**config.mk**
```make
export PLATFORM = sky130hd
export DESIGN_NAME = sas_adc_seq
export DESIGN_NICKNAME = d
export VERILOG_FILES = /design/src/rtl/sas_adc_seq.v /design/src/rtl/sas_sar_core.v
export VERILOG_INCLUDE_DIRS = /design/src /design/src/rtl
export SDC_FILE = /design/constraint.sdc
export NUM_CORES = 1
export LEC_CHECK = 0
export BUFFER_PORTS_ARGS = -buffer_cell sky130_fd_sc_hd__buf_2
export CAP_MARGIN = 25
export CORE_ASPECT_RATIO = 0.7
export CORE_MARGIN = 1
export CORE_UTILIZATION = 30
export DETAILED_ROUTE_END_ITERATION = 8
export SYNTH_ARGS = -nofsm -noshare
export SYNTH_HDL_FRONTEND = slang
export SYNTH_HIERARCHICAL = 1
export SYNTH_SLANG_ARGS = --single-unit
```
**constraint.sdc**
```tcl
create_clock -name clk_sys_in -period 3.25 [get_ports clk_sys_in]
set_input_delay 0.1625 -clock clk_sys_in [delete_from_list [all_inputs] [get_ports clk_sys_in]]
set_output_delay 0.1625 -clock clk_sys_in [all_outputs]
set_load 0.02 [all_outputs]
```
**src/rtl/sas_defines.vh**
```
// Register map, field positions, codes and timing counts of the converter sequencer
`ifndef SAS_DEFINES_VH
`define SAS_DEFINES_VH

// ----------------------------------------
// Register indices and byte addresses
// ----------------------------------------
`define SAS_IDX_CTRL_PRIMARY 8'h0E
`define SAS_IDX_TIMING_CTRL 8'h0F
`define SAS_IDX_STATUS_LOW 8'h1E
`define SAS_IDX_RESULT_UPPER 8'h1F
`define SAS_ADDR_CTRL_PRIMARY 8'h38
`define SAS_ADDR_TIMING_CTRL 8'h3C
`define SAS_ADDR_STATUS_LOW 8'h78
`define SAS_ADDR_RESULT_UPPER 8'h7C
`define SAS_ADDR_W 8

// ----------------------------------------
// Field positions
// ----------------------------------------
`define SAS_CP_START_BIT 7
`define SAS_CP_MODE_HI 6
`define SAS_CP_MODE_LO 5
`define SAS_CP_AIN_DIS_BIT 4
`define SAS_CP_CHAN_HI 3
`define SAS_CP_CHAN_LO 0
`define SAS_TC_LADDER_BIT 5
`define SAS_TC_TIME_HI 3
`define SAS_TC_TIME_LO 1
`define SAS_ST_END_BIT 5
`define SAS_ST_BUSY_BIT 4

// ----------------------------------------
// Reset values and codes
// ----------------------------------------
`define SAS_CTRL_PRIMARY_RST 8'h00
`define SAS_TIMING_CTRL_RST 6'h00
`define SAS_MODE_DISABLED 2'h0
`define SAS_MODE_SINGLE 2'h1
`define SAS_MODE_RESERVED 2'h2
`define SAS_MODE_REPEAT 2'h3
`define SAS_RESP_OKAY 2'h0
`define SAS_RESP_SLVERR 2'h2

// ----------------------------------------
// Timing counts in clock periods
// ----------------------------------------
`define SAS_STEP_CYC 9'h003
`define SAS_SAMPLE_CYC 9'h009

`endif

```
**src/rtl/sas_adc_seq.v**
```verilog
// Converter sequencer top: AXI4-Lite register file, mode control and result store
//
// Notes on behaviour
// - Ten-bit result resolved by successive approximation, most significant bit first.
// - Mode 00 disabled, 01 single start, 11 repeat; writing 00 aborts without storing.
// - Start bit written 1 begins conversion and clears itself once started.
// - Channel field code selects the analog input with that index.
// - Standby resets both control registers and blocks their writes until normal mode.
// - Time code sets 39, 78, 156, 312, 624 or 1248 clock periods.
// - Ladder bit connects ladder only while converting, or always.
// - Timing register bits 7 and 6 have no defined read value.
// - Status holds low result bits in 7:6, end flag 5, busy 4.
// - End flag reads 0 before or during a started conversion, 1 after and on through repeat restarts; read only.
// - Reading the upper result register clears the end flag.
// - Busy sets at start, clears at finish and on standby entry.
// - Status bits 3 to 0 carry no defined read value.
// - Completion stores result, sets end flag and pulses the done request together.
// - Repeat mode restarts automatically after each completion.
// - Upper result register holds the eight most significant result bits.
`timescale 1ns/10ps
`default_nettype none
`include "sas_defines.vh"

module sas_adc_seq (
	input wire clk_sys_in,
	input wire rst_in,
	input wire ce_in,
	input wire standby_mode_in,
	input wire comparator_in,
	input wire [7:0] s_axi_awaddr_in,
	input wire [2:0] s_axi_awprot_in,
	input wire s_axi_awvalid_in,
	output reg s_axi_awready_out,
	input wire [31:0] s_axi_wdata_in,
	input wire [3:0] s_axi_wstrb_in,
	input wire s_axi_wvalid_in,
	output reg s_axi_wready_out,
	output reg [1:0] s_axi_bresp_out,
	output reg s_axi_bvalid_out,
	input wire s_axi_bready_in,
	input wire [7:0] s_axi_araddr_in,
	input wire [2:0] s_axi_arprot_in,
	input wire s_axi_arvalid_in,
	output reg s_axi_arready_out,
	output reg [31:0] s_axi_rdata_out,
	output reg [1:0] s_axi_rresp_out,
	output reg s_axi_rvalid_out,
	input wire s_axi_rready_in,
	output wire [3:0] channel_select_out,
	output wire analog_input_disable_out,
	output reg ladder_connect_out,
	output wire sample_hold_out,
	output wire [9:0] dac_code_out,
	output reg conversion_done_irq_out
);

// ----------------------------------------
// Registers and core wires
// ----------------------------------------
reg [7:0] conversion_control_primary;
reg [5:0] conversion_timing_control;
reg [7:0] result_upper_register;
reg [1:0] result_low_bits;
reg end_of_conversion_flag;
reg [7:0] aw_addr;
reg aw_full;
reg [31:0] w_data;
reg [3:0] w_strb;
reg w_full;
reg [2:0] time_shift;
reg [31:0] next_rdata;
reg [1:0] next_rresp;
reg next_bresp_err;

wire [1:0] operating_mode_field;
wire start_conversion_bit;
wire mode_runs;
wire converter_busy_flag;
wire core_done;
wire [9:0] core_result;
wire start_go;
wire abort;
wire write_fire;
wire read_fire;
wire wr_lane0;
wire rd_upper;
wire [2:0] time_code;

assign operating_mode_field = conversion_control_primary[`SAS_CP_MODE_HI:`SAS_CP_MODE_LO];
assign start_conversion_bit = conversion_control_primary[`SAS_CP_START_BIT];
// Reserved code 10 counts as disabled
assign mode_runs = (operating_mode_field == `SAS_MODE_SINGLE) ||
	(operating_mode_field == `SAS_MODE_REPEAT);
// Repeat restarts in the completion cycle itself, no start write needed
assign start_go = mode_runs && !standby_mode_in && !converter_busy_flag &&
	(start_conversion_bit || (core_done && operating_mode_field == `SAS_MODE_REPEAT));
// Disabled or reserved mode, or standby, stops the conversion at once
assign abort = standby_mode_in || !mode_runs;
assign channel_select_out = conversion_control_primary[`SAS_CP_CHAN_HI:`SAS_CP_CHAN_LO];
assign analog_input_disable_out = conversion_control_primary[`SAS_CP_AIN_DIS_BIT];
assign time_code = conversion_timing_control[`SAS_TC_TIME_HI:`SAS_TC_TIME_LO];
assign write_fire = aw_full && w_full && !s_axi_bvalid_out;
assign read_fire = s_axi_arvalid_in && s_axi_arready_out;
assign wr_lane0 = w_strb[0];
assign rd_upper = read_fire && (s_axi_araddr_in == `SAS_ADDR_RESULT_UPPER);

// ----------------------------------------
// Conversion time decode
// ----------------------------------------
// Reserved codes fall back to the shortest time rather than stalling
always @*
begin
	case (time_code)
		3'h0: time_shift = 3'h0;
		3'h2: time_shift = 3'h1;
		3'h3: time_shift = 3'h2;
		3'h4: time_shift = 3'h3;
		3'h5: time_shift = 3'h4;
		3'h6: time_shift = 3'h5;
		default: time_shift = 3'h0;
	endcase
end

sas_sar_core u_core (
	.clk_sys_in(clk_sys_in),
	.rst_in(rst_in),
	.ce_in(ce_in),
	.start_in(start_go),
	.abort_in(abort),
	.time_shift_in(time_shift),
	.comparator_in(comparator_in),
	.busy_out(converter_busy_flag),
	.sample_hold_out(sample_hold_out),
	.dac_code_out(dac_code_out),
	.done_out(core_done),
	.result_out(core_result)
);

// ----------------------------------------
// Control registers
// ----------------------------------------
always @(posedge clk_sys_in)
begin
	if (rst_in)
	begin
		conversion_control_primary <= `SAS_CTRL_PRIMARY_RST;
		conversion_timing_control <= `SAS_TIMING_CTRL_RST;
	end
	else if (ce_in)
	begin
		if (standby_mode_in)
		begin
			// Held at initial value, writes dropped
			conversion_control_primary <= `SAS_CTRL_PRIMARY_RST;
			conversion_timing_control <= `SAS_TIMING_CTRL_RST;
		end
		else
		begin
			if (write_fire && wr_lane0 && aw_addr == `SAS_ADDR_CTRL_PRIMARY)
				conversion_control_primary <= w_data[7:0];
			else if (start_go)
				conversion_control_primary[`SAS_CP_START_BIT] <= 1'b0;
			if (write_fire && wr_lane0 && aw_addr == `SAS_ADDR_TIMING_CTRL)
				conversion_timing_control <= w_data[5:0];
		end
	end
end

// ----------------------------------------
// Result store and end flag
// ----------------------------------------
always @(posedge clk_sys_in)
begin
	if (rst_in)
	begin
		result_upper_register <= 8'h00;
		result_low_bits <= 2'h0;
		end_of_conversion_flag <= 1'b0;
		conversion_done_irq_out <= 1'b0;
		ladder_connect_out <= 1'b0;
	end
	else if (ce_in)
	begin
		conversion_done_irq_out <= core_done;
		// Ladder follows the flag's setting, dropped in standby
		ladder_connect_out <= !standby_mode_in &&
			(conversion_timing_control[`SAS_TC_LADDER_BIT] || converter_busy_flag || start_go);
		if (standby_mode_in)
		begin
			// Old results are lost on standby entry
			result_upper_register <= 8'h00;
			result_low_bits <= 2'h0;
			end_of_conversion_flag <= 1'b0;
		end
		else
		begin
			if (core_done)
			begin
				result_upper_register <= core_result[9:2];
				result_low_bits <= core_result[1:0];
			end
			// Completion wins over a clearing read in the same cycle
			if (core_done)
				end_of_conversion_flag <= 1'b1;
			else if (rd_upper || start_go)
				end_of_conversion_flag <= 1'b0;
		end
	end
end

// ----------------------------------------
// AXI4-Lite write channel
// ----------------------------------------
always @(posedge clk_sys_in)
begin
	if (rst_in)
	begin
		aw_addr <= 8'h00;
		aw_full <= 1'b0;
		w_data <= 32'h00000000;
		w_strb <= 4'h0;
		w_full <= 1'b0;
		s_axi_awready_out <= 1'b1;
		s_axi_wready_out <= 1'b1;
		s_axi_bvalid_out <= 1'b0;
		s_axi_bresp_out <= `SAS_RESP_OKAY;
	end
	else if (ce_in)
	begin
		if (s_axi_awvalid_in && s_axi_awready_out)
		begin
			aw_addr <= s_axi_awaddr_in;
			aw_full <= 1'b1;
			s_axi_awready_out <= 1'b0;
		end
		if (s_axi_wvalid_in && s_axi_wready_out)
		begin
			w_data <= s_axi_wdata_in;
			w_strb <= s_axi_wstrb_in;
			w_full <= 1'b1;
			s_axi_wready_out <= 1'b0;
		end
		if (write_fire)
		begin
			s_axi_bvalid_out <= 1'b1;
			s_axi_bresp_out <= next_bresp_err ? `SAS_RESP_SLVERR : `SAS_RESP_OKAY;
		end
		else if (s_axi_bvalid_out && s_axi_bready_in)
		begin
			s_axi_bvalid_out <= 1'b0;
			aw_full <= 1'b0;
			w_full <= 1'b0;
			s_axi_awready_out <= 1'b1;
			s_axi_wready_out <= 1'b1;
		end
	end
end

// Read-only and unmapped words answer with an error
always @*
begin
	next_bresp_err = !(aw_addr == `SAS_ADDR_CTRL_PRIMARY || aw_addr == `SAS_ADDR_TIMING_CTRL);
end

// ----------------------------------------
// Read mux
// ----------------------------------------
always @*
begin
	next_rdata = 32'h00000000;
	next_rresp = `SAS_RESP_OKAY;
	case (s_axi_araddr_in)
		`SAS_ADDR_CTRL_PRIMARY: next_rdata[7:0] = conversion_control_primary;
		// Undefined upper bits read as zero
		`SAS_ADDR_TIMING_CTRL: next_rdata[5:0] = conversion_timing_control;
		`SAS_ADDR_STATUS_LOW: next_rdata[7:0] = {result_low_bits, end_of_conversion_flag,
			converter_busy_flag, 4'h0};
		`SAS_ADDR_RESULT_UPPER: next_rdata[7:0] = result_upper_register;
		default: next_rresp = `SAS_RESP_SLVERR;
	endcase
end

// ----------------------------------------
// AXI4-Lite read channel
// ----------------------------------------
always @(posedge clk_sys_in)
begin
	if (rst_in)
	begin
		s_axi_arready_out <= 1'b1;
		s_axi_rvalid_out <= 1'b0;
		s_axi_rdata_out <= 32'h00000000;
		s_axi_rresp_out <= `SAS_RESP_OKAY;
	end
	else if (ce_in)
	begin
		if (read_fire)
		begin
			s_axi_arready_out <= 1'b0;
			s_axi_rvalid_out <= 1'b1;
			s_axi_rdata_out <= next_rdata;
			s_axi_rresp_out <= next_rresp;
		end
		else if (s_axi_rvalid_out && s_axi_rready_in)
		begin
			s_axi_rvalid_out <= 1'b0;
			s_axi_arready_out <= 1'b1;
		end
	end
end

endmodule
`default_nettype wire

```
**src/rtl/sas_sar_core.v**
```verilog
// Successive-approximation stepper: sample phase then ten compare steps
`timescale 1ns/10ps
`default_nettype none
`include "sas_defines.vh"

module sas_sar_core (
	input wire clk_sys_in,
	input wire rst_in,
	input wire ce_in,
	input wire start_in,
	input wire abort_in,
	input wire [2:0] time_shift_in,
	input wire comparator_in,
	output reg busy_out,
	output reg sample_hold_out,
	output reg [9:0] dac_code_out,
	output reg done_out,
	output reg [9:0] result_out
);

localparam ST_IDLE = 3'b001;
localparam ST_SAMPLE = 3'b010;
localparam ST_STEP = 3'b100;

reg [2:0] state;
reg [8:0] cnt;
reg [3:0] bit_pos;
wire [8:0] sample_len;
wire [8:0] step_len;
wire [9:0] kept;

// ----------------------------------------
// Phase lengths
// ----------------------------------------
// Whole conversion is 39 steps of 2^shift periods: 9 sampling, 3 per bit
assign sample_len = (`SAS_SAMPLE_CYC << time_shift_in) - 9'h001;
assign step_len = (`SAS_STEP_CYC << time_shift_in) - 9'h001;
// Comparator high keeps the trial bit
assign kept = comparator_in ? dac_code_out : (dac_code_out & ~(10'h001 << bit_pos));

// ----------------------------------------
// Sequencer
// ----------------------------------------
always @(posedge clk_sys_in)
begin
	if (rst_in)
	begin
		state <= ST_IDLE;
		cnt <= 9'h000;
		bit_pos <= 4'h0;
		busy_out <= 1'b0;
		sample_hold_out <= 1'b0;
		dac_code_out <= 10'h000;
		done_out <= 1'b0;
		result_out <= 10'h000;
	end
	else if (ce_in)
	begin
		done_out <= 1'b0;
		case (state)
			ST_IDLE:
			begin
				if (start_in && !abort_in)
				begin
					state <= ST_SAMPLE;
					cnt <= sample_len;
					busy_out <= 1'b1;
					sample_hold_out <= 1'b1;
					dac_code_out <= 10'h000;
				end
			end
			ST_SAMPLE:
			begin
				if (abort_in)
				begin
					state <= ST_IDLE;
					busy_out <= 1'b0;
					sample_hold_out <= 1'b0;
				end
				else if (cnt == 9'h000)
				begin
					state <= ST_STEP;
					sample_hold_out <= 1'b0;
					bit_pos <= 4'h9;
					dac_code_out <= 10'h200;
					cnt <= step_len;
				end
				else
					cnt <= cnt - 9'h001;
			end
			ST_STEP:
			begin
				if (abort_in)
				begin
					// Aborted value is dropped, never stored
					state <= ST_IDLE;
					busy_out <= 1'b0;
					dac_code_out <= 10'h000;
				end
				else if (cnt != 9'h000)
					cnt <= cnt - 9'h001;
				else if (bit_pos == 4'h0)
				begin
					state <= ST_IDLE;
					result_out <= kept;
					done_out <= 1'b1;
					busy_out <= 1'b0;
					dac_code_out <= 10'h000;
				end
				else
				begin
					dac_code_out <= kept | (10'h001 << (bit_pos - 4'h1));
					bit_pos <= bit_pos - 4'h1;
					cnt <= step_len;
				end
			end
			default:
			begin
				state <= ST_IDLE;
				busy_out <= 1'b0;
				sample_hold_out <= 1'b0;
			end
		endcase
	end
end

endmodule
`default_nettype wire

```
==> impl_metrics.yaml, run 1 <==
run_status:
  outcome: "completed"
grt:
  grt_pass1_wl_mm: 23.7
  antenna_found_initial: 0
  overflow: 0
  gr-usage-all-layers_pct: 16.3
  grt_max_degree: 45
  grt_pass1_vias: 4336
clock_tree:
  h-tree-depth: 3
  insertion_delay_ns: 0.35
  clk_path_buf_depth: 2
  cts_sinks: 100
  cts_hold_buf: 0
  cts_buffers: 9
  post-cts-setup-buffers: 0
  path_clk_slew_ns: 0.07
  cts_resized: 0
  cts_root_buf: "clkbuf_16"
  cts_tree: "done"
placement:
  place_hpwl_mm: 11.2
  gp_congestion: 0.819
  port_buffers: 67
critical_path:
  slowest_delay_ns: 0.45
  path_cells: "nand2_1 -> o21ai_0 -> inv_1 -> ha_1 -> nand2b_1 -> ha_1 -> nor4bb_1 -> a21oi_1 -> o31ai_1 -> a21oi_1 -> o41ai_1"
  startpoint_type: "register"
  critical_path.endpoint_type: "register"
  worst-setup-path-type: "reg2reg"
  crit_slowest_cell: "nor4bb_1"
  cp_max_fo: 6
  worst_ep_arrival_time_ns: 3.09
  path_buf_inv: 1
  crit_family: "compound AO/OA/AOI/OAI gates"
  critPathRequiredTime_ns: 3.50
die:
  start_util_pct: 31.3
  pin_count: 127
  die_h_um: 115
  design.die.area_um2: 18800
  row_count: 40
  die_w_um: 164
  core_area_um2: 17500
logic_synthesis:
  ys_types: 80
  synth-seq-cells: 100
  yosysWarnings: 6
  avgSynthCellArea_um2: 8.06
  synth_ff_type: "dfxtp_1"
  synth_edf_count: 0
  ys_async_sr_fraction_pct: 0
  ys_seq_area_share_pct: 36.5
  syn_area_um2: 5480
  synthCells: 680
timing:
  final.setup.tns_ns: 0
  post-route-min-period_ns: 2.83
  timing.final.crit_share_pct: 87.2
  finalMaxSlewViolations: 0
  rsz0062_at_grt: "false"
  finalSetupViolCount: 0
  tightest_slew_ns: 0.977
  fmax_mhz: 353
  finalHoldViolations: 0
  finClkSkew_ns: 0.0101
  relSlewSlack_pct: 34.8
route:
  postRouteAntennaNets: 0
  drt_iter0_drc: 398
  via_count: 4974
  wl_per_cell_um: 15.8
  totalWireLength_mm: 15.1
  routed_via_density: 5.19
  first_pass_iters: 5
  drc_errors: 0
power:
  finalPower_w: 0.00254
  peakVddDrop_mv: 0.249
  power.leakage_nw: 2.26
  powerDensity_nw_per_um2: 413
final_layout:
  nets: 803
  diodes: 0
  synthToLayoutAreaGrowth_pct: 12.3
  drive_gt1_share_pct: 16.2
min_path:
  min_path_type: "in2reg"
job:
  cap_violations: 0
[path summary, 6_finish.rpt]
| kind | start | end | slack (ns) | cells past startpoint |
|---|---|---|---|---|
| setup reg to reg | conversion_timing_control[2]$_SDFFE_PP0P_ | u_core/cnt[8]$_SDFFE_PP0P_ | 0.42 | 11 |
| setup / recovery | conversion_timing_control[2]$_SDFFE_PP0P_ | u_core/cnt[8]$_SDFFE_PP0P_ | 0.42 | 11 |
| hold / removal | s_axi_awaddr_in[7] | aw_addr[7]$_SDFFE_PP0P_ | 0.05 | 3 |
| hold reg to reg | conversion_timing_control[0]$_SDFFE_PP0P_ | conversion_timing_control[0]$_SDFFE_PP0P_ | 0.45 | 2 |
[per-layer routing]
| layer | share of wire [%] | vias up | global-route usage (%) |
|---|---|---|---|
| li1 | - | 2476 | - |
| met1 | 51 | 2303 | 25.0 |
| met2 | 41 | 189 | 22.7 |
| met3 | 7.5 | 6 | 3.79 |
| met4 | 0.45 | 0 | 3.46 |
| met5 | 0 | - | 0 |
[cells in the final DEF (no fill, tap or decap), types with 8 or more instances in the layout]
cell type,count
a21oi_1,59
a22oi_1,17
a31oi_1,9
buf_2,67
clkbuf_16,9
conb_1,26
dfxtp_1,100
ha_1,13
inv_1,18
nand2_1,110
nand2b_1,10
nand3_1,25
nor2_1,50
nor3_1,10
o21ai_0,17
o21ai_1,22
o2bb2ai_1,8
[synthesized netlist by cell type, drive strengths merged, types with 7 or more instances]
cell	instances	share of area [%]
ha	13	3.0
o21ai	39	3.6
nor2	50	3.4
a31o	7	1.1
a22oi	17	2.3
a211oi	7	0.96
nand2b	10	1.1
nand3	25	2.3
buf	40	5.4
nor3	12	1.4
o2bb2ai	8	1.3
nor4	9	2.0
nand2	110	7.5
inv	19	1.3
a21oi	60	5.5
a21boi	7	0.96
clkbuf	28	2.0
a31oi	9	1.0
dfxtp	100	37
[stage by stage]
step | cells | instance area, um^2 | utilization, % | setup WS [ns] | hold WS, ns
3_5_place_dp | 942 | 5850 | 33.4 | 0.499 | 0.411
2_1_floorplan | 705 | 5570 | - | 0.292 | 0.274
6_report | 958 | 6150 | 35.1 | 0.415 | 0.0495
5_1_grt | 958 | 6150 | 35.1 | 0.240 | 0.0407
3_3_place_gp | 942 | 5850 | 33.4 | 0.622 | 0.406
4_1_cts | 958 | 6150 | 35.1 | 0.465 | 0.0411
[flip-flops by register name (all words and copies together), names as in the netlist, 2 cells and up]
name and cells:
u_core/cnt 9, u_core/bit_pos 4, u_core/state 3, aw_addr 8, u_core/result_out 10, s_axi_rdata_out 8
result_upper_register 8, w_data 8, result_low_bits 2, u_core/dac_code_out 10, conversion_control_primary 8, conversion_timing_control 6
[cell families after synthesis]
group | synth area share (%)
AOI/OAI and AO/OA | 22.8
xor gates and xnor gates | 1.60
adders and majority gates | 2.97
buffers and inverters | 8.77
DFF | 36.5
muxes | 2.37
other | 0.0684
and+or+nand+nor | 24.9
[worst reg2reg max path, stage by stage (launching register included)]
cell	delay, ns
dfxtp_1	0.42
nand2_1	0.08
o21ai_0	0.24
inv_1	0.14
ha_1	0.27
nand2b_1	0.18
ha_1	0.25
nor4bb_1	0.46
a21oi_1	0.08
o31ai_1	0.20
a21oi_1	0.11
o41ai_1	0.31
[power breakdown]
group | switching [W] | internal [W]
logic | 0.000123 | 0.0000504
clock network | 0.000487 | 0.000620
registers | 0.0000193 | 0.00124
[layout make-up]
type                       count  area (um^2)
multi-input combinational    516         3090
clock buffer                  11          243
tap                          231          289
sequential                   100         2000
inverter                      21         78.8
timing repair buffer          74          388
fill                        1865        11400
clock inverter                 5         61.3
Note: power is estimated with default switching activity, not from simulation.
==> run 2, diff against run 1 <==
--- a/config.mk
+++ b/config.mk
@@ -12,6 +12,7 @@
 export CORE_MARGIN = 1
 export CORE_UTILIZATION = 30
 export DETAILED_ROUTE_END_ITERATION = 8
+export PLACE_DENSITY = 0.48
 export SYNTH_ARGS = -nofsm -noshare
 export SYNTH_HDL_FRONTEND = slang
 export SYNTH_HIERARCHICAL = 1
==> impl_metrics.yaml, run 2 (synthesis gave the netlist of run 1 again) <==
min_path:
  min_path_type: "in2reg"
route:
  routed_via_density: 5.22
  wl_per_cell_um: 16.0
  drc_errors: 0
  totalWireLength_mm: 15.4
  drt_iter0_drc: 339
  postRouteAntennaNets: 0
  first_pass_iters: 5
  via_count: 5012
final_layout:
  layout.cells.most_common_list: "nand2_1 (110), dfxtp_1 (100), buf_2 (67), a21oi_1 (59), nor2_1 (50)"
  nets: 806
  diodes: 0
  largestRegisters: "u_core/dac_code_out x10, u_core/result_out x10, u_core/cnt x9"
  drive_gt1_share_pct: 16.6
  final_common_cell: "nand2_1"
  fin_cells: 961
  synthToLayoutAreaGrowth_pct: 12.9
critical_path:
  worst_ep_arrival_time_ns: 2.95
  critical_path.endpoint_type: "register"
  critPathRequiredTime_ns: 3.50
  worst-setup-path-type: "reg2reg"
  cp_max_fo: 10
  startpoint_type: "register"
grt:
  gr-usage-all-layers_pct: 16.7
  grt_pass1_vias: 4629
  grt_busiest_layer: "met1"
  grtUsageMet1_pct: 25.2
  antenna_found_initial: 0
  met2_usage_pct: 23.4
  grt_max_degree: 48
  overflow: 0
  grt_pass1_wl_mm: 24.4
  met3_usage_pct: 3.79
placement:
  gp_congestion: 0.832
  place_hpwl_mm: 11.6
  place_ws_ns: 0.577
  port_buffers: 67
  dp.cells: 945
clock_tree:
  h-tree-depth: 3
  path_clk_slew_ns: 0.07
  cts_hold_buf: 0
  cts_resized: 0
  insertion_delay_ns: 0.35
  cts_tree: "done"
  cts_sinks: 100
  clk_path_buf_depth: 2
  post-cts-setup-buffers: 0
  cts_root_buf: "clkbuf_16"
  cts_buffers: 9
power:
  powerDensity_nw_per_um2: 411
  peakVddDrop_mv: 0.198
  power.leakage_nw: 2.28
timing:
  post-route-min-period_ns: 2.70
  finalMaxSlewViolations: 0
  fmax_mhz: 370
  finalSetupViolCount: 0
  relSlewSlack_pct: 36.4
  finalHoldViolations: 0
  finClkSkew_ns: 0.0115
  rsz0062_at_grt: "false"
  tightest_slew_ns: 0.954
  timing.final.crit_share_pct: 83.2
  timing.final.ws_setup_ns: 0.545
  final.setup.tns_ns: 0
die:
  start_util_pct: 31.3
  design.die.area_um2: 18800
  die_w_um: 164
  row_count: 40
  core_area_um2: 17500
  pin_count: 127
  die_h_um: 115
job:
  cap_violations: 0
run_status:
  outcome: "completed"
run 2: changes by cell type in the layout (fill, tap and decap cells not counted):
cell	delta
inv_6	+1
clkinv_4	-1
clkinvlp_4	-1
buf_12	+1
buf_4	+2
clkinv_2	+1
run 2: per-stage QoR:
stage	area [um^2]	total power, W	utilization (%)	hold WS (ns)
after global placement	5880	0.00146	33.6	0.404
after floorplan	5570	0.00143	-	0.274
final	6190	0.00254	35.3	0.0498
after CTS	6190	0.00258	35.3	0.0348
after global routing	6190	0.00265	35.3	0.0378
after detailed placement	5880	0.00147	33.6	0.409
run 2: per-layer routing:
layer,up-vias,wire (um)
li1,2470,-
met1,2381,8040
met2,151,6190
met3,10,962
met4,0,156
met5,-,0
run 2: worst paths after layout:
kind                                        startpoint                                   endpoint  slack, ns  depth (start not counted)
max reg2reg  conversion_timing_control[2]$_SDFFE_PP0P_                 u_core/cnt[8]$_SDFFE_PP0P_       0.55                         11
min                                 s_axi_awaddr_in[7]                    aw_addr[7]$_SDFFE_PP0P_       0.05                          3
min reg2reg  conversion_timing_control[0]$_SDFFE_PP0P_  conversion_timing_control[0]$_SDFFE_PP0P_       0.45                          2
max          conversion_timing_control[2]$_SDFFE_PP0P_                 u_core/cnt[8]$_SDFFE_PP0P_       0.55                         11
run 2: area by class of cell:
class | count | area [um^2]
Inverter | 21 | 78.8
Sequential cell | 100 | 2000
Clock buffer | 11 | 243
Timing Repair Buffer | 77 | 423
Multi-Input combinational cell | 516 | 3090
Fill cell | 1885 | 11300
Clock inverter | 5 | 58.8
Tap cell | 231 | 289
run 2: report_power, final:
group / internal, W / switching, W / total (W)
logic: 0.0000528 / 0.000125 / 0.000178
registers: 0.00124 / 0.0000184 / 0.00126
clock network: 0.000620 / 0.000484 / 0.00110
run 2: worst max-delay path: stages, from the launching register on:
cell and delay, ns:
dfxtp_1 0.43, nand2_1 0.08, o21ai_0 0.22, inv_1 0.14, ha_1 0.32, nand2b_1 0.12
ha_1 0.22, nor4bb_1 0.44, a21oi_1 0.07, o31ai_1 0.20, a21oi_1 0.07, o41ai_1 0.29
==> run 3, diff against run 2 <==
--- a/config.mk
+++ b/config.mk
@@ -6,13 +6,14 @@
 export SDC_FILE = /design/constraint.sdc
 export NUM_CORES = 1
 export LEC_CHECK = 0
+export ABC_AREA = 1
 export BUFFER_PORTS_ARGS = -buffer_cell sky130_fd_sc_hd__buf_2
 export CAP_MARGIN = 25
 export CORE_ASPECT_RATIO = 0.7
 export CORE_MARGIN = 1
 export CORE_UTILIZATION = 30
 export DETAILED_ROUTE_END_ITERATION = 8
-export PLACE_DENSITY = 0.48
+export PLACE_DENSITY = 0.47
 export SYNTH_ARGS = -nofsm -noshare
 export SYNTH_HDL_FRONTEND = slang
 export SYNTH_HIERARCHICAL = 1
==> constraint.sdc (replaced) <==
create_clock -name clk_sys_in -period 2.6 [get_ports clk_sys_in]
set_input_delay 0.13 -clock clk_sys_in [delete_from_list [all_inputs] [get_ports clk_sys_in]]
set_output_delay 0.13 -clock clk_sys_in [all_outputs]
set_load 0.02 [all_outputs]
==> impl_metrics.yaml, run 3 <==
run_status:
  outcome: "completed"
logic_synthesis:
  synth_top_family_by_area: "simple AND/OR/NAND/NOR gates"
  yosysWarnings: 6
  yosys-mux-area-fraction_pct: 0
  ys_top_cells_by_count: "nand2_1 (216), dfxtp_1 (100), nor2_1 (99)"
  synthSimpleGateAreaFrac_pct: 34.0
  synth_top_area_share_pct: 34.9
  synth.most_common_cell: "nand2_1"
  synth_ff_type: "dfxtp_1"
  synth_edf_count: 0
  ys_async_sr_fraction_pct: 0
  synth-seq-cells: 100
  ys_types: 38
  synth_top_cell_by_area: "dfxtp_1"
  synth-xor-area-share_pct: 1.05
  synth_compound_area_share_pct: 13.9
  synthAdderAreaFrac_pct: 2.84
  ys_seq_area_share_pct: 34.9
  avgSynthCellArea_um2: 6.63
  synthCells: 865
  syn_area_um2: 5740
  netlist_top_cells_area: "dfxtp_1 (35%), nand2_1 (14%), nand3_1 (7.7%), nor2_1 (6.5%), a21oi_1 (5.8%)"
critical_path:
  crit_family: "simple AND/OR/NAND/NOR gates"
  worst-setup-path-type: "reg2reg"
  worst_ep_arrival_time_ns: 2.56
  cp_max_fo: 7
  critPathRequiredTime_ns: 2.85
  startpoint_type: "register"
  path_common_cell: "nor2_1"
  critical_path.endpoint_type: "register"
  path_buf_inv: 2
  path_cells: "o21ai_0 -> a21boi_2 -> inv_1 -> ha_1 -> nand2_1 -> ha_1 -> inv_1 -> a21oi_1 -> nand3_1 -> nor2_1 -> nor2_1 -> nand2_1 -> nand2_1 -> nor2_1 -> nor2_1"
  crit_slowest_cell: "dfxtp_1"
  slowest_delay_ns: 0.35
die:
  row_count: 41
  core_area_um2: 18400
  die_w_um: 167
  pin_count: 127
  design.die.area_um2: 19700
  die_h_um: 118
  start_util_pct: 31.2
power:
  powerDensity_nw_per_um2: 854
  power.leakage_nw: 2.96
  peakVddDrop_mv: 0.409
  finalPower_w: 0.00550
final_layout:
  fin_cells: 1162
  diodes: 0
  synthToLayoutAreaGrowth_pct: 12.2
  nets: 1002
  final_util_pct: 35.1
  final_common_cell: "nand2_1"
  drive_gt1_share_pct: 15.3
  layout.cells.most_common_list: "nand2_1 (216), dfxtp_1 (100), nor2_1 (99), nand3_1 (88), inv_1 (85)"
  largestRegisters: "u_core/dac_code_out x10, u_core/result_out x10, u_core/cnt x9"
route:
  wl_per_cell_um: 13.0
  postRouteAntennaNets: 0
  routed_via_density: 4.58
  wl_met2_mm: 5.79
  wl_met3_um: 516
  first_pass_iters: 5
  totalWireLength_mm: 15.1
  drt_iter0_drc: 461
  via_count: 5319
  top_layer: "met4"
  drt-met1-wl_mm: 8.76
  drc_errors: 0
grt:
  gr-usage-all-layers_pct: 15.7
  overflow: 0
  grt_pass1_vias: 4850
  antenna_found_initial: 0
  grt_max_degree: 38
  grt_pass1_wl_mm: 25.0
clock_tree:
  path_clk_slew_ns: 0.08
  cts_root_buf: "clkbuf_16"
  cts_sinks: 100
  cts_buffers: 9
  cts_hold_buf: 0
  h-tree-depth: 3
  cts_tree: "done"
  insertion_delay_ns: 0.36
  post-cts-setup-buffers: 0
  clk_path_buf_depth: 2
placement:
  dp.cells: 1146
  gp_congestion: 0.835
  port_buffers: 67
  place_hpwl_mm: 11.2
  place_ws_ns: 0.172
min_path:
  min_path_type: "in2reg"
timing:
  finClkSkew_ns: 0.0136
  finalSetupViolCount: 0
  fmax_mhz: 433
  rsz0062_at_grt: "false"
  post-route-min-period_ns: 2.31
  final.setup.tns_ns: 0
  tightest_slew_ns: 0.826
  finalMaxSlewViolations: 0
  timing.final.crit_share_pct: 88.7
  finalHoldViolations: 0
  relSlewSlack_pct: 44.9
  timing.final.ws_setup_ns: 0.293
job:
  cap_violations: 0
-- run 3: worst register-to-register path: stages, from the launching register on --
cell and delay (ns):
dfxtp_1 0.35, o21ai_0 0.21, a21boi_2 0.24, inv_1 0.15
ha_1 0.26, nand2_1 0.10, ha_1 0.15, inv_1 0.06
a21oi_1 0.13, nand3_1 0.15, nor2_1 0.12, nor2_1 0.05
nand2_1 0.05, nand2_1 0.05, nor2_1 0.08, nor2_1 0.05
-- run 3: logic make-up (layout without fill, tap and decap cells) --
| kind of cell | Yosys count | after routing |
|---|---|---|
| XOR/XNOR | 6 | 6 |
| AND/OR/NAND/NOR | 445 | 445 |
| other | 1 | 26 |
| buffers and inverters | 152 | 188 |
| flip-flops | 100 | 100 |
| AO/OA/AOI/OAI | 148 | 148 |
| adder cells (fa/ha/maj) | 13 | 13 |
-- run 3: final cells by class --
| class | instances | area (um^2) |
|---|---|---|
| clock inverters | 7 | 58.8 |
| repair buffers | 81 | 440 |
| flip-flops and latches | 100 | 2000 |
| clock buffers | 9 | 225 |
| inverters | 91 | 344 |
| well taps | 236 | 295 |
| fillers | 2078 | 11900 |
| multi-input cells | 638 | 3070 |
-- run 3: final timing paths --
kind                                        startpoint                    endpoint  slack, ns  cells past startpoint
max          conversion_timing_control[1]$_SDFFE_PP0P_  u_core/cnt[6]$_SDFFE_PP0P_       0.29                     15
min                                  s_axi_wdata_in[6]      w_data[6]$_SDFFE_PP0P_       0.01                      3
max reg2reg  conversion_timing_control[1]$_SDFFE_PP0P_  u_core/cnt[6]$_SDFFE_PP0P_       0.29                     15
min reg2reg                    aw_addr[5]$_SDFFE_PP0P_     aw_addr[5]$_SDFFE_PP0P_       0.46                      2
-- run 3: timing repair --
item / CTS / global route
endpoints found under the setup margin: 0 / 2
resized for setup: 0 / 2
endpoints found under the hold margin: 0 / 0
-- run 3: through the flow --
step | area [um^2] | hold slack (ns)
3_5_place_dp | 6150 | 0.384
2_1_floorplan | 5830 | 0.265
5_1_grt | 6440 | 0.0238
4_1_cts | 6430 | 0.00137
6_report | 6440 | 0.0127
3_3_place_gp | 6150 | 0.389
-- run 3: power by group --
group | switching, W | internal, W
Clock | 0.000663 | 0.000668
Sequential | 0.000195 | 0.00176
Combinational | 0.00151 | 0.000708
-- run 3: layer usage --
metal  GRT usage [%]  vias to the layer above
met2            21.3                       86
met4            3.15                        0
met3            3.56                        5
met1            24.7                     2391
li1                -                     2837
met5               0                        -
